==> config.mk <==
export PLATFORM = sky130hd
export DESIGN_NAME = pcisp_slave
export DESIGN_NICKNAME = d
export VERILOG_FILES = /design/src/pcisp_pkg.sv /design/src/pcisp_reg_if.sv /design/src/pcisp_slave.sv /design/src/pcisp_regs.sv
export SDC_FILE = /design/constraint.sdc
export NUM_CORES = 1
export LEC_CHECK = 0
export ABC_AREA = 1
export BUFFER_PORTS_ARGS = -buffer_cell sky130_fd_sc_hd__buf_2
export CAP_MARGIN = 20
export CORE_ASPECT_RATIO = 2
export CORE_UTILIZATION = 35
export CTS_BUF_LIST = sky130_fd_sc_hd__clkbuf_4 sky130_fd_sc_hd__clkbuf_8
export DETAILED_ROUTE_END_ITERATION = 12
export GPL_TIMING_DRIVEN = 0
export PLACE_DENSITY_LB_ADDON = 0.2
export SLEW_MARGIN = 10
export SYNTH_ARGS = -nofsm -noshare
export SYNTH_HDL_FRONTEND = slang
export SYNTH_HIERARCHICAL = 1
export SYNTH_SLANG_ARGS = --single-unit
==> constraint.sdc <==
create_clock -name clk -period 2.31 [get_ports clk]
set_clock_uncertainty 0.05 [all_clocks]
set_input_delay 0.231 -clock clk [delete_from_list [all_inputs] [get_ports clk]]
set_output_delay 0.231 -clock clk [all_outputs]
set_load 0.005 [all_outputs]
==> src/pcisp_pkg.sv <==
// Package of constants and types for the power-controller serial slave port
package pcisp_pkg;
	// ----------------------------------------
	// Addressing
	// ----------------------------------------
	localparam logic [2:0] PCISP_ADDR_UPPER = 3'h2; // Fixed upper address bits 010
	localparam logic [6:0] PCISP_GLOBAL_ADDR = 7'h30; // Global 0x60/0x61 as seven bits
	localparam logic [7:0] PCISP_PTR_TOP = 8'h26; // Pointer holds here
	localparam logic [7:0] PCISP_PUSHBUTTON_REG = 8'h1A; // Global pushbutton register
	localparam int PCISP_CLEAR_INTERRUPT_PUSHBUTTON_BIT = 7; // Clear-interrupt pushbutton bit
	localparam logic [3:0] PCISP_BIT_LAST = 4'h7; // Index of last data bit in a byte
	localparam logic [3:0] PCISP_BIT_ACK = 4'h8; // Index of acknowledge bit
	localparam logic [7:0] PCISP_PTR_RESET = 8'h00; // Pointer after reset

	// ----------------------------------------
	// Byte phase state, Gray along the write path IDLE, ADDR, CMD, WDATA
	// ----------------------------------------
	typedef enum logic [2:0] {
		PCISP_IDLE = 3'h0, // Waiting for START
		PCISP_ADDR = 3'h1, // Receiving address byte
		PCISP_CMD = 3'h3, // Receiving command byte
		PCISP_WDATA = 3'h2, // Receiving data bytes
		PCISP_RDATA = 3'h6, // Sending register data
		PCISP_ALERT = 3'h7, // Sending own address in arbitration
		PCISP_IGNORE = 3'h5 // Not addressed, wait for STOP
	} pcisp_state_t;
endpackage : pcisp_pkg

==> src/pcisp_reg_if.sv <==
// Interface carrying register access between the serial engine and register store
`timescale 1ns/1ps
`default_nettype none
interface pcisp_reg_if;
	logic [7:0] addr; // Register address from pointer
	logic [7:0] wdata; // Byte to store
	logic wr; // One-cycle write strobe
	logic rd; // One-cycle read-complete strobe
	logic [7:0] rdata; // Byte read back
	logic [3:0] slave_low; // Latched address bits
	// Serial engine drives requests
	modport engine (output addr, output wdata, output wr, output rd,
		input rdata, input slave_low);
	// Register store answers
	modport store (input addr, input wdata, input wr, input rd,
		output rdata, output slave_low);
endinterface : pcisp_reg_if
`default_nettype wire

==> src/pcisp_slave.sv <==
// Serial slave engine of the power-controller port: framing, addressing, data, alert
`timescale 1ns/1ps
`default_nettype none
module pcisp_slave
	import pcisp_pkg::*;
(
	// Clock and reset
	input wire logic clk,
	input wire logic reset,
	// Serial lines
	input wire logic scl, // Serial clock from master
	input wire logic serial_data_input, // Data input line
	output logic serial_data_output_open_drain, // Drive level, always low
	output logic serial_data_output_oe, // High while pulling low
	// Address select pins
	input wire logic address_select_bit3,
	input wire logic address_select_bit2,
	input wire logic address_select_bit1,
	input wire logic address_select_bit0,
	// Interrupt state from event logic
	input wire logic interrupt_active,
	// Register events
	output logic clear_interrupt_pushbutton,
	output logic [7:0] pointer
);
	// ----------------------------------------
	// Synchronisers
	// ----------------------------------------
	logic [1:0] scl_s; // scl_s[0] only feeds scl_s[1]
	logic [1:0] sda_s;
	logic [3:0] ap_s0, ap_s1; // Address pin synchroniser
	logic scl_q, sda_q; // Delayed synchronised levels for edges

	// Two flops on the serial and address pins before use; interrupt_active is used as it comes
	always_ff @(posedge clk) begin
		scl_s <= {scl_s[0], scl};
		sda_s <= {sda_s[0], serial_data_input};
		ap_s0 <= {address_select_bit3, address_select_bit2,
			address_select_bit1, address_select_bit0};
		ap_s1 <= ap_s0;
		scl_q <= scl_s[1];
		sda_q <= sda_s[1];
	end

	wire scl_now = scl_s[1];
	wire sda_now = sda_s[1];
	wire scl_rise = scl_now && !scl_q; // Sample point
	wire scl_fall = !scl_now && scl_q; // Change point for driven data
	wire start_det = scl_now && scl_q && sda_q && !sda_now;
	wire stop_det = scl_now && scl_q && !sda_q && sda_now;

	// ----------------------------------------
	// Register store
	// ----------------------------------------
	pcisp_reg_if rif();

	pcisp_regs u_regs (
		.clk(clk),
		.reset(reset),
		.addr_pins_sync(ap_s1),
		.bus(rif.store),
		.clear_interrupt_pushbutton(clear_interrupt_pushbutton)
	);

	// ----------------------------------------
	// Engine state
	// ----------------------------------------
	pcisp_state_t state_q; // Byte phase
	logic [3:0] bit_q; // Bit index 0..8 in the current byte
	logic [7:0] shift_q; // Receive shift register
	logic [7:0] tx_q; // Transmit byte
	logic [7:0] ptr_q; // Register pointer
	logic drive_q; // Pull data line low
	logic read_q; // Current byte is sent by device
	logic ack_q; // Acknowledge bit of the last byte was low, whoever drove it
	logic lost_q; // Arbitration lost
	logic wr_q, rd_q; // Register strobes
	logic dir_read_q, glob_q; // Address byte flags kept for the ack bit
	logic addr_own_q, glob_ok_q; // Whether this device may acknowledge the address

	wire [6:0] own_addr = {PCISP_ADDR_UPPER, rif.slave_low};
	wire [7:0] rx_byte = {shift_q[6:0], sda_now}; // Byte completed at bit 7 rise
	wire addr_own = (rx_byte[7:1] == own_addr);
	wire addr_glob = (rx_byte[7:1] == PCISP_GLOBAL_ADDR);
	wire dir_read = rx_byte[0]; // Eighth bit is direction
	wire data_bit = (bit_q <= PCISP_BIT_LAST);
	wire ack_bit = (bit_q == PCISP_BIT_ACK);
	// Refresh read data one cycle after the pointer moves, long before the next fall
	wire reload = (state_q == PCISP_RDATA) && bit_q == 4'h0 && rd_q;

	// Saturating pointer advance: holds at the top, never wraps
	function automatic logic [7:0] pcisp_next_ptr(input logic [7:0] p);
		pcisp_next_ptr = (p >= PCISP_PTR_TOP) ? p : 8'(p + 8'h01);
	endfunction : pcisp_next_ptr

	// Byte sequencing on clock edges; START and STOP override any phase
	always_ff @(posedge clk) begin
		if (reset) begin
			state_q <= PCISP_IDLE;
			bit_q <= 4'h0;
			shift_q <= 8'h00;
			tx_q <= 8'h00;
			ptr_q <= PCISP_PTR_RESET;
			read_q <= 1'b0;
			ack_q <= 1'b0;
			lost_q <= 1'b0;
			wr_q <= 1'b0;
			rd_q <= 1'b0;
		end else begin
			wr_q <= 1'b0;
			rd_q <= 1'b0;
			// Next byte comes from the advanced pointer
			if (reload) begin
				tx_q <= rif.rdata;
			end
			if (start_det) begin
				// Repeated START keeps the pointer
				state_q <= PCISP_ADDR;
				bit_q <= 4'h0;
				read_q <= 1'b0;
				lost_q <= 1'b0;
			end else if (stop_det) begin
				// STOP frees the bus; pointer-only write leaves registers alone
				state_q <= PCISP_IDLE;
				read_q <= 1'b0;
			end else if (state_q != PCISP_IDLE && state_q != PCISP_IGNORE && scl_rise) begin
				if (data_bit) begin
					shift_q <= rx_byte;
					// Arbitration: bus low while we released means another won
					if (state_q == PCISP_ALERT && tx_q[7] && !sda_now) begin
						lost_q <= 1'b1;
					end
					if (read_q) begin
						tx_q <= {tx_q[6:0], 1'b0};
					end
					bit_q <= 4'(bit_q + 4'h1);
					if (bit_q == PCISP_BIT_LAST) begin
						unique case (state_q)
							PCISP_ADDR: begin
								if (!(addr_own || addr_glob)) begin
									state_q <= PCISP_IGNORE;
								end
							end
							PCISP_CMD: ptr_q <= rx_byte;
							PCISP_WDATA: wr_q <= 1'b1;
							default: ;
						endcase
					end
				end else begin
					// Acknowledge bit: choose next phase
					bit_q <= 4'h0;
					ack_q <= !sda_now;
					unique case (state_q)
						PCISP_ADDR: begin
							if (!dir_read_q) begin
								state_q <= PCISP_CMD;
								read_q <= 1'b0;
							end else if (glob_q) begin
								// Alert response only with pending interrupt
								state_q <= interrupt_active ? PCISP_ALERT : PCISP_IGNORE;
								tx_q <= {own_addr, 1'b1};
								read_q <= interrupt_active;
							end else begin
								state_q <= PCISP_RDATA;
								tx_q <= rif.rdata;
								read_q <= 1'b1;
							end
						end
						PCISP_CMD: state_q <= PCISP_WDATA;
						PCISP_WDATA: ptr_q <= pcisp_next_ptr(ptr_q);
						PCISP_RDATA: begin
							// Byte done: advance, load next, stop on master NACK
							rd_q <= 1'b1;
							ptr_q <= pcisp_next_ptr(ptr_q);
							tx_q <= rif.rdata;
							if (sda_now) begin
								state_q <= PCISP_IGNORE;
							end
						end
						PCISP_ALERT: state_q <= PCISP_IGNORE;
						default: ;
					endcase
				end
			end
		end
	end

	// Address byte flags kept past the byte so the ack bit can use them
	always_ff @(posedge clk) begin
		if (reset) begin
			dir_read_q <= 1'b0;
			glob_q <= 1'b0;
		end else if (state_q == PCISP_ADDR && scl_rise && bit_q == PCISP_BIT_LAST) begin
			dir_read_q <= dir_read;
			glob_q <= addr_glob && !addr_own;
		end
	end

	// ----------------------------------------
	// Data line drive, changed only while clock low
	// ----------------------------------------
	// Drive decisions are taken on the falling edge so the line is stable while high
	wire ack_slot = ack_bit && !read_q &&
		(state_q == PCISP_CMD || state_q == PCISP_WDATA ||
		(state_q == PCISP_ADDR && (addr_own_q || glob_ok_q)));
	wire tx_slot = data_bit && read_q && !lost_q &&
		(state_q == PCISP_RDATA || state_q == PCISP_ALERT) && !tx_q[7];

	// Whether this device may acknowledge the address byte
	always_ff @(posedge clk) begin
		if (reset) begin
			addr_own_q <= 1'b0;
			glob_ok_q <= 1'b0;
		end else if (state_q == PCISP_ADDR && scl_rise && bit_q == PCISP_BIT_LAST) begin
			addr_own_q <= addr_own;
			// Global write always; global read only with interrupt
			glob_ok_q <= addr_glob && (!dir_read || interrupt_active);
		end
	end

	// Open-drain pull-down only; released on START, STOP and arbitration loss
	always_ff @(posedge clk) begin
		if (reset || start_det || stop_det) begin
			drive_q <= 1'b0;
		end else if (state_q == PCISP_ALERT && lost_q) begin
			drive_q <= 1'b0;
		end else if (scl_fall) begin
			drive_q <= ack_slot || tx_slot;
		end
	end

	// ----------------------------------------
	// Register interface
	// ----------------------------------------
	assign rif.addr = ptr_q;
	assign rif.wdata = shift_q;
	assign rif.wr = wr_q;
	assign rif.rd = reload;
	assign serial_data_output_open_drain = 1'b0;
	assign serial_data_output_oe = drive_q;
	assign pointer = ptr_q;
endmodule : pcisp_slave
`default_nettype wire

==> src/pcisp_regs.sv <==
// Register store with address latch, pushbutton clear and implemented-range guard
`timescale 1ns/1ps
`default_nettype none
module pcisp_regs
	import pcisp_pkg::*;
(
	// Clock and reset
	input wire logic clk,
	input wire logic reset,
	input wire logic [3:0] addr_pins_sync, // Synchronised address pins
	// Engine side
	pcisp_reg_if.store bus,
	// Pushbutton clear pulse to event logic
	output logic clear_interrupt_pushbutton
);
	// ----------------------------------------
	// Storage
	// ----------------------------------------
	logic [7:0] mem_q [0:PCISP_PTR_TOP]; // Flip-flop registers indexed by address
	logic [3:0] latch_q; // Captured address bits
	logic rst_seen_q; // Reset was active last cycle
	logic clr_q; // Registered pushbutton pulse
	wire in_range = (bus.addr <= PCISP_PTR_TOP); // Implemented addresses only
	wire do_wr = bus.wr && in_range; // Writes elsewhere are dropped

	// Capture the pins on the first cycle after release, never during reset
	always_ff @(posedge clk) begin
		rst_seen_q <= reset;
		if (!reset && rst_seen_q) begin
			latch_q <= addr_pins_sync;
		end
	end

	// Register writes; a pushbutton write is stored like any other and, with bit 7 set, also raises a one-cycle clear pulse
	always_ff @(posedge clk) begin
		if (reset) begin
			for (int i = 0; i <= int'(PCISP_PTR_TOP); i++) mem_q[i] <= 8'h00;
			clr_q <= 1'b0;
		end else begin
			clr_q <= do_wr && (bus.addr == PCISP_PUSHBUTTON_REG) &&
				bus.wdata[PCISP_CLEAR_INTERRUPT_PUSHBUTTON_BIT];
			if (do_wr) begin
				mem_q[bus.addr[5:0]] <= bus.wdata;
			end
		end
	end

	// Out-of-range reads return zero
	assign bus.rdata = in_range ? mem_q[bus.addr[5:0]] : 8'h00;
	assign bus.slave_low = latch_q;
	assign clear_interrupt_pushbutton = clr_q;
endmodule : pcisp_regs
`default_nettype wire

==> results_dict.tcl, run 1 <==
set metrics [dict create \
    vias_per_cell 4.925 \
    min_period_over_period_pct 113.9 \
    reg2reg_from "pointer[0]" \
    drc 0 \
    drt_iter0_drc 1292 \
    final_cells 4334 \
    wl_per_cell_um 22.36 \
    grt_usage_pct 25.78 \
    crit-reg2reg-capture "tx_q[6]" \
    hp-class "input pin to flip-flop" \
    syn_area_mm2 0.02619 \
    die_area_mm2 0.07599 \
    fin_tns_setup_ns -6.146 \
    r2r_slack_ns -0.32 \
    yosysWarnings 6 \
    path_cells "buf_12 > clkinv_16 > buf_12 > clkbuf_8 > o21ai_0 > o21ai_0 > o21ai_0 > nand2_2 > nor2_2 > a21oi_4 > nor3_2 > nor2_1 > nand2_1 > nand3_1 > nand2_1 > nand2_1 > nand2_1 > nand2_1" \
    tightest_slew_ns 1.005 \
    required_ns 2.84 \
    min_to "u_regs/rst_seen_q" \
    antenna_found_initial 1 \
    min_delay_path_depth 1 \
    clock_sinks 572 \
    netlist_instances 2989 \
    slew_headroom_pct 32.99 \
    hp-start "reset" \
    grt_max_degree 33 \
    worstSkewPairLatency_ns 0.71 \
    cts_hold_buffers 9 \
    fp.dieH_um 388.8 \
    cts_tree "built" \
    critical_path_arrival_ns 3.17 \
    min_period_ns 2.632 \
    setup_viol 116 \
    row_count 141 \
    final-max-slew-violation-count 0 \
    worstPathMaxFanout 11 \
    numCtsBuffers 80 \
    grt_setup_unrepaired "yes" \
    maxCapViolations 0 \
    path_class "flip-flop to flip-flop" \
    grt_pass1_vias 21072 \
    critPathMaxStageDelay_ns 0.36 \
    grt_overflow_total 0 \
    cts-root-buf "clkbuf_8" \
    end_kind "flip-flop" \
    power_density_mw_per_mm2 632.2 \
    vias 21343 \
    slowest_stage "dfxtp_4" \
    grt_pass1_wl_mm 137.5 \
    htreeDepth 3 \
    violations "hold timing, setup timing" \
    die_x_um 195.4 \
    hold_viol 7 \
    p_leak_nw 13.84 \
    dr.pass1.iters 7 \
    path_common_cell "nand2_1" \
    postRouteAntennaNets 0 \
    critPathBufInv 4 \
    dp.cells 4138 \
    post-route-util_pct 44.34 \
    port-buffer-count 18 \
    status "finished with violations" \
    drive_above_1_share_pct 15.13 \
    place.gp.congestion 1.004 \
    finish.net_count 3351 \
    critPathTopFamily "simple AND/OR/NAND/NOR gates" \
    cp-start-kind "flip-flop" \
    syn_to_final_growth_pct 25.14 \
    fp.coreArea_mm2 0.07392 \
    post-dp-hpwl_mm 69.55 \
    fillers 7126 \
    vdd_drop_max_mv 0.5724 \
    cts.path.max_buffers 3 \
    path_clk_slew_ns 0.08 \
    io_pins 20 \
    ff2ff_path_depth 18 \
    avgSynthCellArea_um2 8.762 \
    final.setup.worst_slack_ns -0.3222 \
    initial_core_util_pct 35.43 \
    routed_wl_mm 96.89 \
    whs_ns -0.2723 \
    total_power_mw 20.72 \
    max_clock_freq_mhz 379.9 \
]
worst register-to-register path, delay by kind of cell (launching register included):
family | cells | cell delay [ns]
AO/OA/AOI/OAI | 4 | 0.67
buffers and inverters | 4 | 0.64
flip-flops | 1 | 0.36
AND/OR/NAND/NOR | 10 | 0.80
report_power, final:
group          total (mW)  internal [mW]  switching (mW)  leakage [nW]
sequential           11.8           11.6           0.131          5.53
clock                8.18           4.19            3.99         0.848
combinational       0.768          0.210           0.557          7.47
total                20.7           16.0            4.68          13.8
placed cells by master, fill, tap and decap left out, types with 23 or more instances in the layout:
master / instances
clkbuf_8: 108
nand3_1: 37
o21ai_0: 30
nand2_4: 51
nor2_4: 23
edfxtp_1: 516
dfxtp_1: 44
inv_1: 81
nand2_1: 1469
nor2_1: 372
nand2_2: 42
clkbuf_4: 41
conb_1: 201
clkbuf_1: 31
nand2_8: 33
a21oi_1: 32
buf_4: 30
routing by layer:
metal,global-route usage (%),part of all wire [%],routed length (um)
met1,22.73,30,29320
met2,48.90,54,52300
met3,4.968,5.5,5342
met4,22.62,10,9925
met5,0,0,0
registers in the layout, indices dropped and copies added (netlist names), 4 cells and up:
name / count
u_regs/mem_q: 512
pointer: 8
rif.wdata: 8
tx_q: 8
ap_s0: 4
ap_s1: 4
bit_q: 4
u_regs/bus.slave_low: 4
through the flow:
step	area [um2]	hold WS [ns]	setup slack, ns
floorplan	27000	0.2087	0.02822
global placement	28260	0.2617	-2.266
detailed placement	28310	0.2650	-2.276
CTS	32170	-0.3309	-0.2295
global route	32770	-0.3060	-0.4454
finish	32770	-0.2723	-0.3222
layout make-up:
class                      count  area [um2]  share of cell area (%)
inverter                      91       377.9                   1.153
buffer                       148        1548                   4.723
timing repair buffer          68       739.5                   2.256
clock inverter                37       241.5                  0.7368
antenna                        1       2.502                0.007636
tap                          929        1162                   3.547
clock buffer                 111        1371                   4.184
multi-input combinational   2377       10680                   32.58
sequential                   572       16650                   50.82
worst max path at each step:
stage	to	from	slack, ns	cells after the start
floorplan	tx_q[6]	pointer[0]	0.03	20
global placement	u_regs/mem_q[36][4]	pointer[2]	-2.27	7
detailed placement	u_regs/mem_q[36][4]	pointer[2]	-2.28	7
CTS	tx_q[3]	pointer[0]	-0.23	20
global route	tx_q[6]	pointer[5]	-0.45	15
finish	tx_q[6]	pointer[0]	-0.32	18
what timing repair did:
action	in CTS	in global routing
endpoints found under the setup margin	636	335
pin swaps	30	19
resized for setup	476	97
setup buffers	28	6
cloned	3	3
hold endpoints to repair	24	7
Power figures use the tool's default switching activity.
==> run 2, diff against run 1 <==
--- a/config.mk
+++ b/config.mk
@@ -5,7 +5,6 @@
 export SDC_FILE = /design/constraint.sdc
 export NUM_CORES = 1
 export LEC_CHECK = 0
-export ABC_AREA = 1
 export BUFFER_PORTS_ARGS = -buffer_cell sky130_fd_sc_hd__buf_2
 export CAP_MARGIN = 20
 export CORE_ASPECT_RATIO = 2
@@ -14,6 +13,7 @@
 export DETAILED_ROUTE_END_ITERATION = 12
 export GPL_TIMING_DRIVEN = 0
 export PLACE_DENSITY_LB_ADDON = 0.2
+export RECOVER_POWER = 50
 export SLEW_MARGIN = 10
 export SYNTH_ARGS = -nofsm -noshare
 export SYNTH_HDL_FRONTEND = slang
==> results_dict.tcl, run 2 <==
set metrics [dict create \
    status "finished with violations" \
    violations "capacitance limit, slew limit, setup timing" \
    grt_max_degree 34 \
    final_common_cell "edfxtp_1" \
    hold_viol 0 \
    vias_per_cell 5.740 \
    clock_sinks 572 \
    cts_tree "built" \
    initial_core_util_pct 35.34 \
    htreeDepth 3 \
    regMostFlops "u_regs/mem_q" \
    tightest_slew_ns 1.805 \
    syn_to_final_growth_pct 26.35 \
    cp-start-kind "flip-flop" \
    drive_above_1_share_pct 26.54 \
    slowest_stage "a222oi_1" \
    dr.pass1.iters 7 \
    routed_wl_mm 107.2 \
    port-buffer-count 18 \
    path_cells "inv_1 > clkbuf_2 > nand2b_4 > o221ai_2 > a222oi_1 > a41oi_4 > mux2i_1 > buf_4 > nor2_2 > a211o_1" \
    path_class "flip-flop to flip-flop" \
    cts.path.max_buffers 3 \
    min_period_ns 3.258 \
    critPathMaxStageDelay_ns 0.71 \
    fillers 6528 \
    grt_usage_pct 29.92 \
    io_pins 20 \
    setup_viol 497 \
    required_ns 2.86 \
    post-dp-hpwl_mm 74.84 \
    netlist_instances 1841 \
    cts-root-buf "clkbuf_8" \
    hp-class "input pin to flip-flop" \
    final_cell_mix "edfxtp_1 (516), and2_1 (319), conb_1 (201), clkbuf_8 (98), buf_4 (89)" \
    place.gp.congestion 1.019 \
    drc 0 \
    min_period_over_period_pct 141.0 \
    avgSynthCellArea_um2 13.59 \
    fin_tns_setup_ns -81.64 \
    final-max-slew-violation-count 135 \
    die_x_um 191.1 \
    end_kind "flip-flop" \
    power_density_mw_per_mm2 646.5 \
    antenna_found_initial 3 \
    row_count 138 \
    syn_area_mm2 0.02502 \
    grt_pass1_vias 18962 \
    multiInputGateArea_mm2 0.009907 \
    vdd_drop_max_mv 0.5288 \
    finish.net_count 2259 \
    p_leak_nw 11.28 \
    yosysWarnings 6 \
    final-seq-area_mm2 0.01663 \
    worstSkewPairLatency_ns 0.75 \
    largest_reg_flops 512 \
    wl_per_cell_um 33.30 \
    die_area_mm2 0.07262 \
    max_clock_freq_mhz 307.0 \
    slew_headroom_pct -20.33 \
    drt_iter0_drc 1548 \
    vias 18477 \
    maxCapViolations 4 \
    fp.coreArea_mm2 0.07079 \
    total_power_mw 20.44 \
    path_clk_slew_ns 0.07 \
    grt_overflow_total 0 \
    critical_path_arrival_ns 3.81 \
    worstPathMaxFanout 11 \
    postRouteAntennaNets 0 \
    dp_slack_ns -2.055 \
    final.setup.worst_slack_ns -0.9476 \
    grt_setup_unrepaired "yes" \
    numCtsBuffers 83 \
    grt_pass1_wl_mm 146.8 \
    fp.dieH_um 380.1 \
]
## run 2: per-stage QoR
| step | cells | hold WS [ns] | util (%) | area, um2 |
|---|---|---|---|---|
| finish | 3219 | 0.08146 | 44.65 | 31610 |
| global route | 3217 | 0.09543 | 44.64 | 31600 |
| CTS | 3175 | 0.02613 | 43.60 | 30860 |
| detailed placement | 2980 | 0.2621 | 38.55 | 27290 |
| global placement | 2968 | 0.2685 | 38.26 | 27080 |
| floorplan | 2040 | 0.2087 | - | 25860 |
## run 2: layout make-up
cell class	count	share of cell area, %
Clock buffer	118	4.584
Antenna cell	3	0.02375
Sequential cell	572	52.62
Clock inverter	27	0.4394
Buffer	132	3.982
Tap cell	910	3.602
Multi-Input combinational cell	1323	31.34
Inverter	12	0.1821
Timing Repair Buffer	122	3.226
## run 2: routing by layer
layer | wire (um) | GRT usage [%]
met1 | 33100 | 28.68
met2 | 54600 | 52.39
met3 | 7726 | 6.788
met4 | 11770 | 26.98
met5 | 0 | 0
## run 2: timing repair
action / in CTS / in global routing
hold buffers: 8 / 0
pin swaps: 42 / 41
endpoints found under the hold margin: 10 / 0
gates cloned: 2 / 0
endpoints found under the setup margin: 635 / 400
resized for setup: 414 / 113
buffers inserted: 40 / 43
## run 2: critical path: cells and delay by family, from the launching register on
kind	cells	cell delay, ns
AOI/OAI and AO/OA	4	1.39
buffers and inverters	3	0.67
DFF	1	0.49
and+or+nand+nor	2	0.28
muxes	1	0.24
## run 2: worst paths after layout
path	from	to	slack [ns]	cells after the start
min	reset	state_q[0]	0.08	3
min reg2reg	ap_s0[2]	ap_s1[2]	0.28	0
max reg2reg	pointer[5]	tx_q[3]	-0.95	10
max	pointer[5]	tx_q[3]	-0.95	10
## run 2: where the power goes
group	internal (mW)	switching (mW)	total (mW)
logic	0.186	0.403	0.588
clock network	4.04	4.05	8.09
registers	11.6	0.152	11.8
total	15.8	4.60	20.4
